<file path="src/tca_pkg.sv">
// constants and register map of the trigger capture analyzer
package tca_pkg;
	localparam logic [7:0] TCA_CTRL = 8'h00;
	localparam logic [7:0] TCA_CFG = 8'h04;
	localparam logic [7:0] TCA_PERIOD = 8'h08;
	localparam logic [7:0] TCA_TOTAL = 8'h0C;
	localparam logic [7:0] TCA_PRE = 8'h10;
	localparam logic [7:0] TCA_POST = 8'h14;
	localparam logic [7:0] TCA_STAT = 8'h18;
	localparam logic [7:0] TCA_IRQ = 8'h1C;
	localparam logic [7:0] TCA_MASK = 8'h20;
	localparam logic [7:0] TCA_RIDX = 8'h24;
	localparam logic [7:0] TCA_RDATA = 8'h28;
	// control bits (write one = action)
	localparam int CTRL_START = 0;
	localparam int CTRL_STOP = 1;
	localparam int CTRL_DELETE = 2;
	localparam int CTRL_FLASH = 3;
	// configuration fields
	localparam int CFG_FALL = 0;
	localparam int CFG_AUTO = 1;
	localparam int CFG_SRC = 2;
	localparam int CFG_SEL_LO = 8;
	localparam int CFG_SEL_W = 4;
	// interrupt bits
	localparam int IRQ_TRIG = 0;
	localparam int IRQ_DONE = 1;
	localparam int IRQ_W = 2;
	localparam logic [31:0] CFG_RST = 32'h0000_0000;
	localparam logic [31:0] PERIOD_RST = 32'h0000_0001;
	typedef enum logic [1:0] {TCA_STOPPED, TCA_ARMED, TCA_POSTCAP, TCA_DONE}
		tca_state_t;
endpackage : tca_pkg
</file>
<file path="src/tca_analyzer.sv">
// capture engine with APB register file
`timescale 1ns/10ps
module tca_analyzer
	import tca_pkg::*;
#(
	parameter int DEPTH = 256,
	parameter int SIGW = 16,
	parameter int NSRC = 16
)(
	// clock and reset
	input wire logic clk,
	input wire logic rst_n,
	// apb slave
	input wire logic psel,
	input wire logic penable,
	input wire logic pwrite,
	input wire logic [7:0] paddr,
	input wire logic [31:0] pwdata,
	output logic [31:0] prdata,
	output logic pready,
	output logic pslverr,
	// monitored logic
	input wire logic [SIGW-1:0] monSig,
	input wire logic [NSRC-1:0] extInSig,
	input wire logic [NSRC-1:0] cntSig,
	input wire logic hwCtrlStart,
	// nonvolatile copy of the settings
	input wire logic [31:0] flashCfg,
	input wire logic [31:0] flashPeriod,
	input wire logic [31:0] flashTotal,
	input wire logic [31:0] flashPre,
	output logic flashWr,
	output logic [31:0] flashWrCfg,
	output logic [31:0] flashWrPeriod,
	output logic [31:0] flashWrTotal,
	output logic [31:0] flashWrPre,
	// status
	output logic irq,
	output logic armed
);
	localparam int AW = $clog2(DEPTH);

	if (DEPTH < 2 || SIGW > 32 || SIGW < 1 || NSRC > 16 || NSRC < 1)
	begin : g_badParams
		$error("tca_analyzer: unsupported parameters");
	end

	logic [31:0] cfg_r, period_r, total_r, pre_r;
	logic [IRQ_W-1:0] irqStat_r, irqMask_r;
	logic [AW-1:0] rdIdx_r, wrPtr_r, startPtr_r;
	logic [31:0] perCnt_r, postCnt_r, fill_r;
	logic [SIGW-1:0] mem [DEPTH];
	logic bootDone_r, trigPrev_r, hwPrev_r;
	tca_state_t state_r;

	function automatic logic [AW-1:0] ptrAdd(input logic [AW-1:0] a,
		input logic [31:0] b);
		logic [31:0] s;
		s = 32'(a) + b;
		ptrAdd = AW'(s % DEPTH);
	endfunction : ptrAdd

	// zero or oversize totals fall back to the full buffer
	function automatic logic [31:0] clampTotal(input logic [31:0] t);
		clampTotal = (t == 32'h0 || t > 32'(DEPTH)) ? 32'(DEPTH) : t;
	endfunction : clampTotal

	wire wrEn = psel && penable && pwrite;
	wire rdEn = psel && penable && !pwrite;
	wire ctrlWr = wrEn && paddr == TCA_CTRL;
	wire startCmd = ctrlWr && pwdata[CTRL_START];
	wire stopCmd = ctrlWr && pwdata[CTRL_STOP];
	wire delCmd = ctrlWr && pwdata[CTRL_DELETE];

	// trigger source and edge
	wire [CFG_SEL_W-1:0] sel = cfg_r[CFG_SEL_LO +: CFG_SEL_W];
	wire trigNow = cfg_r[CFG_SRC] ? cntSig[sel] : extInSig[sel];
	wire trigEdge = cfg_r[CFG_FALL] ? (trigPrev_r && !trigNow)
		: (!trigPrev_r && trigNow);
	wire tick = perCnt_r + 32'h1 >= period_r;
	wire hwRise = hwCtrlStart && !hwPrev_r;
	wire fired = state_r == TCA_ARMED && trigEdge
		&& fill_r >= pre_r;
	wire [31:0] postCount = total_r - pre_r;
	wire cfgWr = wrEn && !(state_r == TCA_ARMED
		|| state_r == TCA_POSTCAP);

	// configuration: power-on load, write, delete
	always_ff @(posedge clk)
	begin
		if (!rst_n)
		begin
			cfg_r <= CFG_RST;
			period_r <= PERIOD_RST;
			total_r <= 32'(DEPTH);
			pre_r <= 32'h0;
			bootDone_r <= 1'b0;
		end
		else if (!bootDone_r)
		begin
			bootDone_r <= 1'b1;
			cfg_r <= flashCfg;
			period_r <= (flashPeriod == 32'h0) ? PERIOD_RST : flashPeriod;
			total_r <= clampTotal(flashTotal);
			pre_r <= (flashPre > clampTotal(flashTotal)) ? 32'h0 : flashPre;
		end
		else if (delCmd)
		begin
			cfg_r <= CFG_RST;
			period_r <= PERIOD_RST;
			total_r <= 32'(DEPTH);
			pre_r <= 32'h0;
		end
		else if (cfgWr)
		begin
			case (paddr)
				TCA_CFG: cfg_r <= pwdata;
				TCA_PERIOD: period_r <= (pwdata == 32'h0) ? PERIOD_RST : pwdata;
				TCA_TOTAL:
				begin
					total_r <= clampTotal(pwdata);
					// keep pre within a shrinking total
					if (pre_r > clampTotal(pwdata))
						pre_r <= clampTotal(pwdata);
				end
				TCA_PRE: pre_r <= (pwdata > total_r) ? total_r : pwdata;
				default: ;
			endcase
		end
	end

	// flash write strobe with current settings
	always_ff @(posedge clk)
	begin
		if (!rst_n)
		begin
			flashWr <= 1'b0;
			flashWrCfg <= 32'h0;
			flashWrPeriod <= 32'h0;
			flashWrTotal <= 32'h0;
			flashWrPre <= 32'h0;
		end
		else
		begin
			flashWr <= ctrlWr && pwdata[CTRL_FLASH];
			flashWrCfg <= cfg_r;
			flashWrPeriod <= period_r;
			flashWrTotal <= total_r;
			flashWrPre <= pre_r;
		end
	end

	// capture state machine
	always_ff @(posedge clk)
	begin
		if (!rst_n)
		begin
			state_r <= TCA_STOPPED;
			trigPrev_r <= 1'b0;
			hwPrev_r <= 1'b0;
			perCnt_r <= 32'h0;
			postCnt_r <= 32'h0;
			fill_r <= 32'h0;
			wrPtr_r <= '0;
			startPtr_r <= '0;
		end
		else
		begin
			trigPrev_r <= trigNow;
			hwPrev_r <= hwCtrlStart;
			perCnt_r <= (tick || state_r == TCA_STOPPED
				|| state_r == TCA_DONE) ? 32'h0 : perCnt_r + 32'h1;
			case (state_r)
				TCA_STOPPED, TCA_DONE:
				begin
					if (startCmd || (hwRise && cfg_r[CFG_AUTO]))
					begin
						state_r <= TCA_ARMED;
						fill_r <= 32'h0;
						wrPtr_r <= '0;
					end
					else if (stopCmd)
						state_r <= TCA_STOPPED;
				end
				TCA_ARMED:
				begin
					if (stopCmd)
						state_r <= TCA_STOPPED;
					else if (fired)
					begin
						startPtr_r <= ptrAdd(wrPtr_r, 32'(DEPTH) - pre_r);
						postCnt_r <= 32'h0;
						state_r <= (postCount == 32'h0) ? TCA_DONE : TCA_POSTCAP;
					end
					else if (tick)
					begin
						wrPtr_r <= ptrAdd(wrPtr_r, 32'h1);
						if (fill_r < pre_r)
							fill_r <= fill_r + 32'h1;
					end
				end
				TCA_POSTCAP:
				begin
					if (stopCmd)
						state_r <= TCA_STOPPED;
					else if (tick)
					begin
						wrPtr_r <= ptrAdd(wrPtr_r, 32'h1);
						postCnt_r <= postCnt_r + 32'h1;
						if (postCnt_r + 32'h1 >= postCount)
							state_r <= TCA_DONE;
					end
				end
				default: state_r <= TCA_STOPPED;
			endcase
		end
	end

	// sample store
	always_ff @(posedge clk)
	begin
		if ((state_r == TCA_ARMED || state_r == TCA_POSTCAP) && tick)
			mem[wrPtr_r] <= monSig;
	end

	// interrupts
	wire [IRQ_W-1:0] irqSet = {state_r == TCA_POSTCAP && tick
		&& postCnt_r + 32'h1 >= postCount, fired};
	always_ff @(posedge clk)
	begin
		if (!rst_n)
		begin
			irqStat_r <= '0;
			irqMask_r <= '0;
			irq <= 1'b0;
			armed <= 1'b0;
		end
		else
		begin
			irqStat_r <= (irqStat_r & ~((wrEn && paddr == TCA_IRQ)
				? pwdata[IRQ_W-1:0] : '0)) | irqSet;
			if (wrEn && paddr == TCA_MASK)
				irqMask_r <= pwdata[IRQ_W-1:0];
			irq <= |(irqStat_r & irqMask_r);
			armed <= state_r == TCA_ARMED;
		end
	end

	// read index and apb read data
	always_ff @(posedge clk)
	begin
		if (!rst_n)
		begin
			rdIdx_r <= '0;
			prdata <= 32'h0;
			pready <= 1'b0;
			pslverr <= 1'b0;
		end
		else
		begin
			if (wrEn && paddr == TCA_RIDX)
				rdIdx_r <= pwdata[AW-1:0];
			pready <= psel && !penable;
			pslverr <= psel && !penable && paddr > TCA_RDATA;
			prdata <= 32'h0;
			if (psel && !penable && !pwrite)
			begin
				case (paddr)
					TCA_CFG: prdata <= cfg_r;
					TCA_PERIOD: prdata <= period_r;
					TCA_TOTAL: prdata <= total_r;
					TCA_PRE: prdata <= pre_r;
					TCA_POST: prdata <= postCount;
					TCA_STAT: prdata <= {30'h0, state_r};
					TCA_IRQ: prdata <= 32'(irqStat_r);
					TCA_MASK: prdata <= 32'(irqMask_r);
					TCA_RIDX: prdata <= 32'(rdIdx_r);
					TCA_RDATA: prdata <= (state_r == TCA_DONE)
						? 32'(mem[ptrAdd(startPtr_r, 32'(rdIdx_r))])
						: 32'h0;
					default: prdata <= 32'h0;
				endcase
			end
		end
	end

	a_pre_bound: assert property (@(posedge clk) disable iff (!rst_n)
		pre_r <= total_r) else $error("pre count above total");
	a_auto_arm: assert property (@(posedge clk) disable iff (!rst_n)
		(state_r == TCA_STOPPED && hwRise && cfg_r[CFG_AUTO] && bootDone_r)
		|=> state_r == TCA_ARMED) else $error("auto arm missed");
	a_start_arm: assert property (@(posedge clk) disable iff (!rst_n)
		(state_r == TCA_STOPPED && startCmd) |=> state_r == TCA_ARMED)
		else $error("start did not arm");
	a_delete_clr: assert property (@(posedge clk) disable iff (!rst_n)
		(delCmd && bootDone_r) |=> cfg_r == CFG_RST)
		else $error("delete left config");
	a_post_calc: assert property (@(posedge clk) disable iff (!rst_n)
		state_r == TCA_POSTCAP |-> postCnt_r < total_r - pre_r)
		else $error("post count wrong");
	a_flash_sel: assert property (@(posedge clk) disable iff (!rst_n)
		flashWr |-> $past(ctrlWr)) else $error("stray flash write");
	a_fire_edge: assert property (@(posedge clk) disable iff (!rst_n)
		fired |-> (trigNow != trigPrev_r && trigNow == !cfg_r[CFG_FALL]))
		else $error("fired without edge");
	a_done_cnt: assert property (@(posedge clk) disable iff (!rst_n)
		(state_r == TCA_POSTCAP ##1 state_r == TCA_DONE)
		|-> $past(postCnt_r) + 32'h1 == postCount)
		else $error("wrong sample total");
	a_irq_level: assert property (@(posedge clk) disable iff (!rst_n)
		|(irqStat_r & irqMask_r) |=> irq) else $error("irq not raised");
endmodule : tca_analyzer

</file>
<file path="config.mk">
export PLATFORM = sky130hd
export DESIGN_NAME = tca_analyzer
export DESIGN_NICKNAME = d
export VERILOG_FILES = /design/src/tca_pkg.sv /design/src/tca_analyzer.sv
export SDC_FILE = /design/constraint.sdc
export NUM_CORES = 2
export LEC_CHECK = 0
export ABC_CLOCK_PERIOD_IN_PS = 10600
export BUFFER_PORTS_ARGS = -buffer_cell sky130_fd_sc_hd__buf_2
export CAP_MARGIN = 20
export CORE_MARGIN = 4
export CORE_UTILIZATION = 30
export DETAILED_ROUTE_END_ITERATION = 7
export SLEW_MARGIN = 20
export SYNTH_ARGS = -nofsm -noshare
export SYNTH_HDL_FRONTEND = slang
export SYNTH_SLANG_ARGS = --single-unit
</file>
<file path="constraint.sdc">
create_clock -name clk -period 10.6 [get_ports clk]
set_input_delay 2.65 -clock clk [delete_from_list [all_inputs] [get_ports clk]]
set_output_delay 2.65 -clock clk [all_outputs]
set_load 0.02 [all_outputs]
</file>
==> summary.md <==
| Metric | Value |
|---|---|
| Outcome | complete, no violations |
| Worst Max-Slew Pin Slew | between 1 and 1.5 ns |
| Fmax | approximately 130 MHz |
| Slew Limit Headroom | 19.73% |
| Setup crit end kind | flip-flop |
| Final Hold Viols | 0 |
| Wire per inst | 27.53 um |
| CTS Buf Count | between 400 and 500 |
| Synth area leaders | edfxtp_1 68%, mux4_2 16%, dfxtp_1 4.7% |
| Vias in the first global route | ~93000 |
| Placed cell areas | 0.1947 mm^2 |
| Avg Synthesized Cell Area | 19.48 um^2 |
| Final worst clock skew | approximately 0.15 ns |
| CTS tree | done |
| Metal3 WL | around 47 mm |
| CTS max path bufs | 4 |
| Rows | 284 |
| Post-place setup slack | 3.255 ns |
| Met1 wire length | 205.2 mm |
| Gr usage total | 16.06% |
| Seq/Total Area, Yosys | 72.72% |
| Synth area leader | edfxtp_1 |
| Top layer in use | met5 |
| Vias per cell | about 5.1 |
| GP Congestion | 0.9337 |
| Clock Pin Slew Worst Setup and Hold Paths | roughly 0.07 ns |
| Async set or reset register ratio after synthesis | 0% |
| DP Cell Count | about 18000 |
| Final-report setup violation count | 0 |
| Element type at the critical path start | flip-flop |
| Final non-filler cell total | between 15000 and 20000 |
| GRT overflow | 0 |
| Largest net degree at the start of global routing | 163 |
| Routed Antenna Nets | 0 |
| Worst-path fanout max | 16 |
| Initial antenna violation count | 44 |
| Post-synth top cells | 4096 x edfxtp_1, 1280 x mux4_2, 533 x nor2_1 |
| TritonRoute pass-1 iters | 8 |
| Largest register FFs | 4096 |
| Max-cap violation count | 0 |
| Wire length on met2 | 235.2 mm |
| H-Tree Depth | 5 |
| Via count | 94090 |
| PD cells | 173.5 mW/mm^2 |
| Core Region | 0.5995 mm^2 |
| Io pins | 387 |
| First-pass GRT wire length | 717.5 mm |
| Biggest register | mem |
| Final nets | between 10000 and 15000 |
| Area delta synth->final | 15.94% |
| Setup CP Type | flip-flop to flip-flop |
| Share of the synthesized area in the top cell type | 68.05% |
| Die Span Y | 784.2 um |
| IO buf count | 386 |
| Post-CTS Resized | 0 |
| Initial Utilization | 30.15% |
| Worst vdd ir | 0.1617 mV |
| EDFF count, synth | 4096 |
| Chip width | 784.2 um |
| Cts hold-fix bufs | 0 |
| Fin crit share | around 72% |
| Die Area | 0.6150 mm^2 |
| Hold Crit Class | flip-flop to flip-flop |
| CTS Sinks | 4518 |
| Routed wire length | 508.7 mm |
| Filler instances | 55790 |
| DPL Wire Length | 326.3 mm |
| Most frequent cell after synthesis | edfxtp_1 |
| Clock latency on the worst-skew pair | 1.08 ns |
| Root Driver | clkbuf_16 |
| Fin crit period | 7.636 ns |
| Setup Fix Bufs, Post-CTS | 0 |
| Gate Count Post-Synth | 9277 |
| Synth warn | 0 |
| Residual DRC count | 0 |
| Slew Limit Fails | 0 |
| RSZ-0062 raised after global routing | false |
| Post-route setup slack | ~3.0 ns |
| DR iter-0 viols | roughly 10000 |
| Critical Path RT | 11.25 ns |
| Synth Flop Type | edfxtp_1 |
| Final instance area | 0.2096 mm^2 |
| Critical Path AT | 8.29 ns |
| Setup_tns | 0 ns |
| Layout cell share with drive strength beyond 1 | 27.64% |
| Post-synth cell types | 82 |
| Mapped Area | 0.1808 mm^2 |
| Flops & latches, synth | 4518 |
| Leak | between 60 and 70 nW |
## placed cells by master, fill, tap and decap left out, types with 83 or more instances in the layout
| cell | count |
|---|---|
| nor2_1 | 512 |
| ha_1 | 247 |
| edfxtp_1 | 4096 |
| clkbuf_16 | 456 |
| clkbuf_1 | 83 |
| a31oi_1 | 88 |
| mux2i_1 | 112 |
| mux4_2 | 1280 |
| buf_2 | 369 |
| nand3_1 | 99 |
| a21oi_1 | 250 |
| nand2_1 | 372 |
| buf_4 | 388 |
| clkinv_2 | 89 |
| o21ai_0 | 174 |
| dfxtp_1 | 421 |
| clkinv_1 | 100 |
| inv_1 | 154 |
## critical path, stage by stage (launching register included)
cell	delay, ns
dfxtp_1	0.38
and3_1	0.22
and3_1	0.23
nand3_1	0.11
nor2_1	0.17
nand3_1	0.10
nor2_1	0.17
and2_0	0.35
and3_1	0.22
xor2_1	0.18
ha_1	0.18
a21o_1	0.11
a21o_1	0.11
a21oi_1	0.06
o21ai_0	0.42
inv_1	0.14
nand2_1	0.42
nand2_1	0.53
nor3b_1	1.01
nand3_1	0.82
nor2_1	1.01
buf_4	0.34
## power breakdown
part           total (W)  switching (W)  internal [W]
clock             0.0159        0.00693       0.00898
sequential        0.0195      0.0000648        0.0195
combinational   0.000933       0.000703      0.000229
## kinds of logic (layout without fill, tap and decap cells)
logic type | count (synthesis) | count (layout) | synth area share (%)
other cells | 1 | 70 | 0.002075
simple gates | 1427 | 1427 | 3.658
compound gates | 845 | 845 | 2.940
mux | 1453 | 1453 | 16.95
xor+xnor | 121 | 121 | 0.5863
fa+ha+maj | 251 | 251 | 1.750
buf+inv | 661 | 1786 | 1.397
flops | 4518 | 4518 | 72.72
## worst paths after layout
check	endpoint	slack, ns	cells after the start	from
setup / recovery	mem[232][7]$_DFFE_PP_	2.96	21	perCnt_r[8]$_SDFF_PP0_
hold / removal	flashWrCfg[19]$_SDFF_PN0_	0.47	1	cfg_r[19]$_SDFFE_PN0P_
setup reg to reg	mem[232][7]$_DFFE_PP_	2.96	21	perCnt_r[8]$_SDFF_PP0_
hold reg to reg	flashWrCfg[19]$_SDFF_PN0_	0.47	1	cfg_r[19]$_SDFFE_PN0P_
## area by class of cell
type / count / area (um^2) / share of cell area [%]
antenna: 24 / 60.06 / 0.02866
inverter: 155 / 586.8 / 0.2800
multi-input combinational: 4143 / 47260 / 22.55
clock inverter: 279 / 2770 / 1.322
clock buffer: 554 / 11930 / 5.692
sequential: 4518 / 131400 / 62.72
tap: 8008 / 10020 / 4.781
timing repair buffer: 798 / 5502 / 2.625
## metrics by stage
| step | util [%] | hold WS [ns] | power [W] |
|---|---|---|---|
| after floorplan | - | 0.4400 | 0.02022 |
| after global placement | 32.47 | 0.4521 | 0.02080 |
| after detailed placement | 32.48 | 0.4602 | 0.02082 |
| final | 34.96 | 0.4673 | 0.03636 |
| after global routing | 34.95 | 0.4910 | 0.03754 |
| after CTS | 34.93 | 0.4705 | 0.03670 |
## metal layers
metal | up-vias | global-route usage (%)
li1 | 39570 | -
met1 | 49450 | 21.56
met2 | 4158 | 25.30
met3 | 868 | 4.086
met4 | 52 | 5.722
met5 | - | 0
Note: power is estimated with default switching activity, not from simulation.
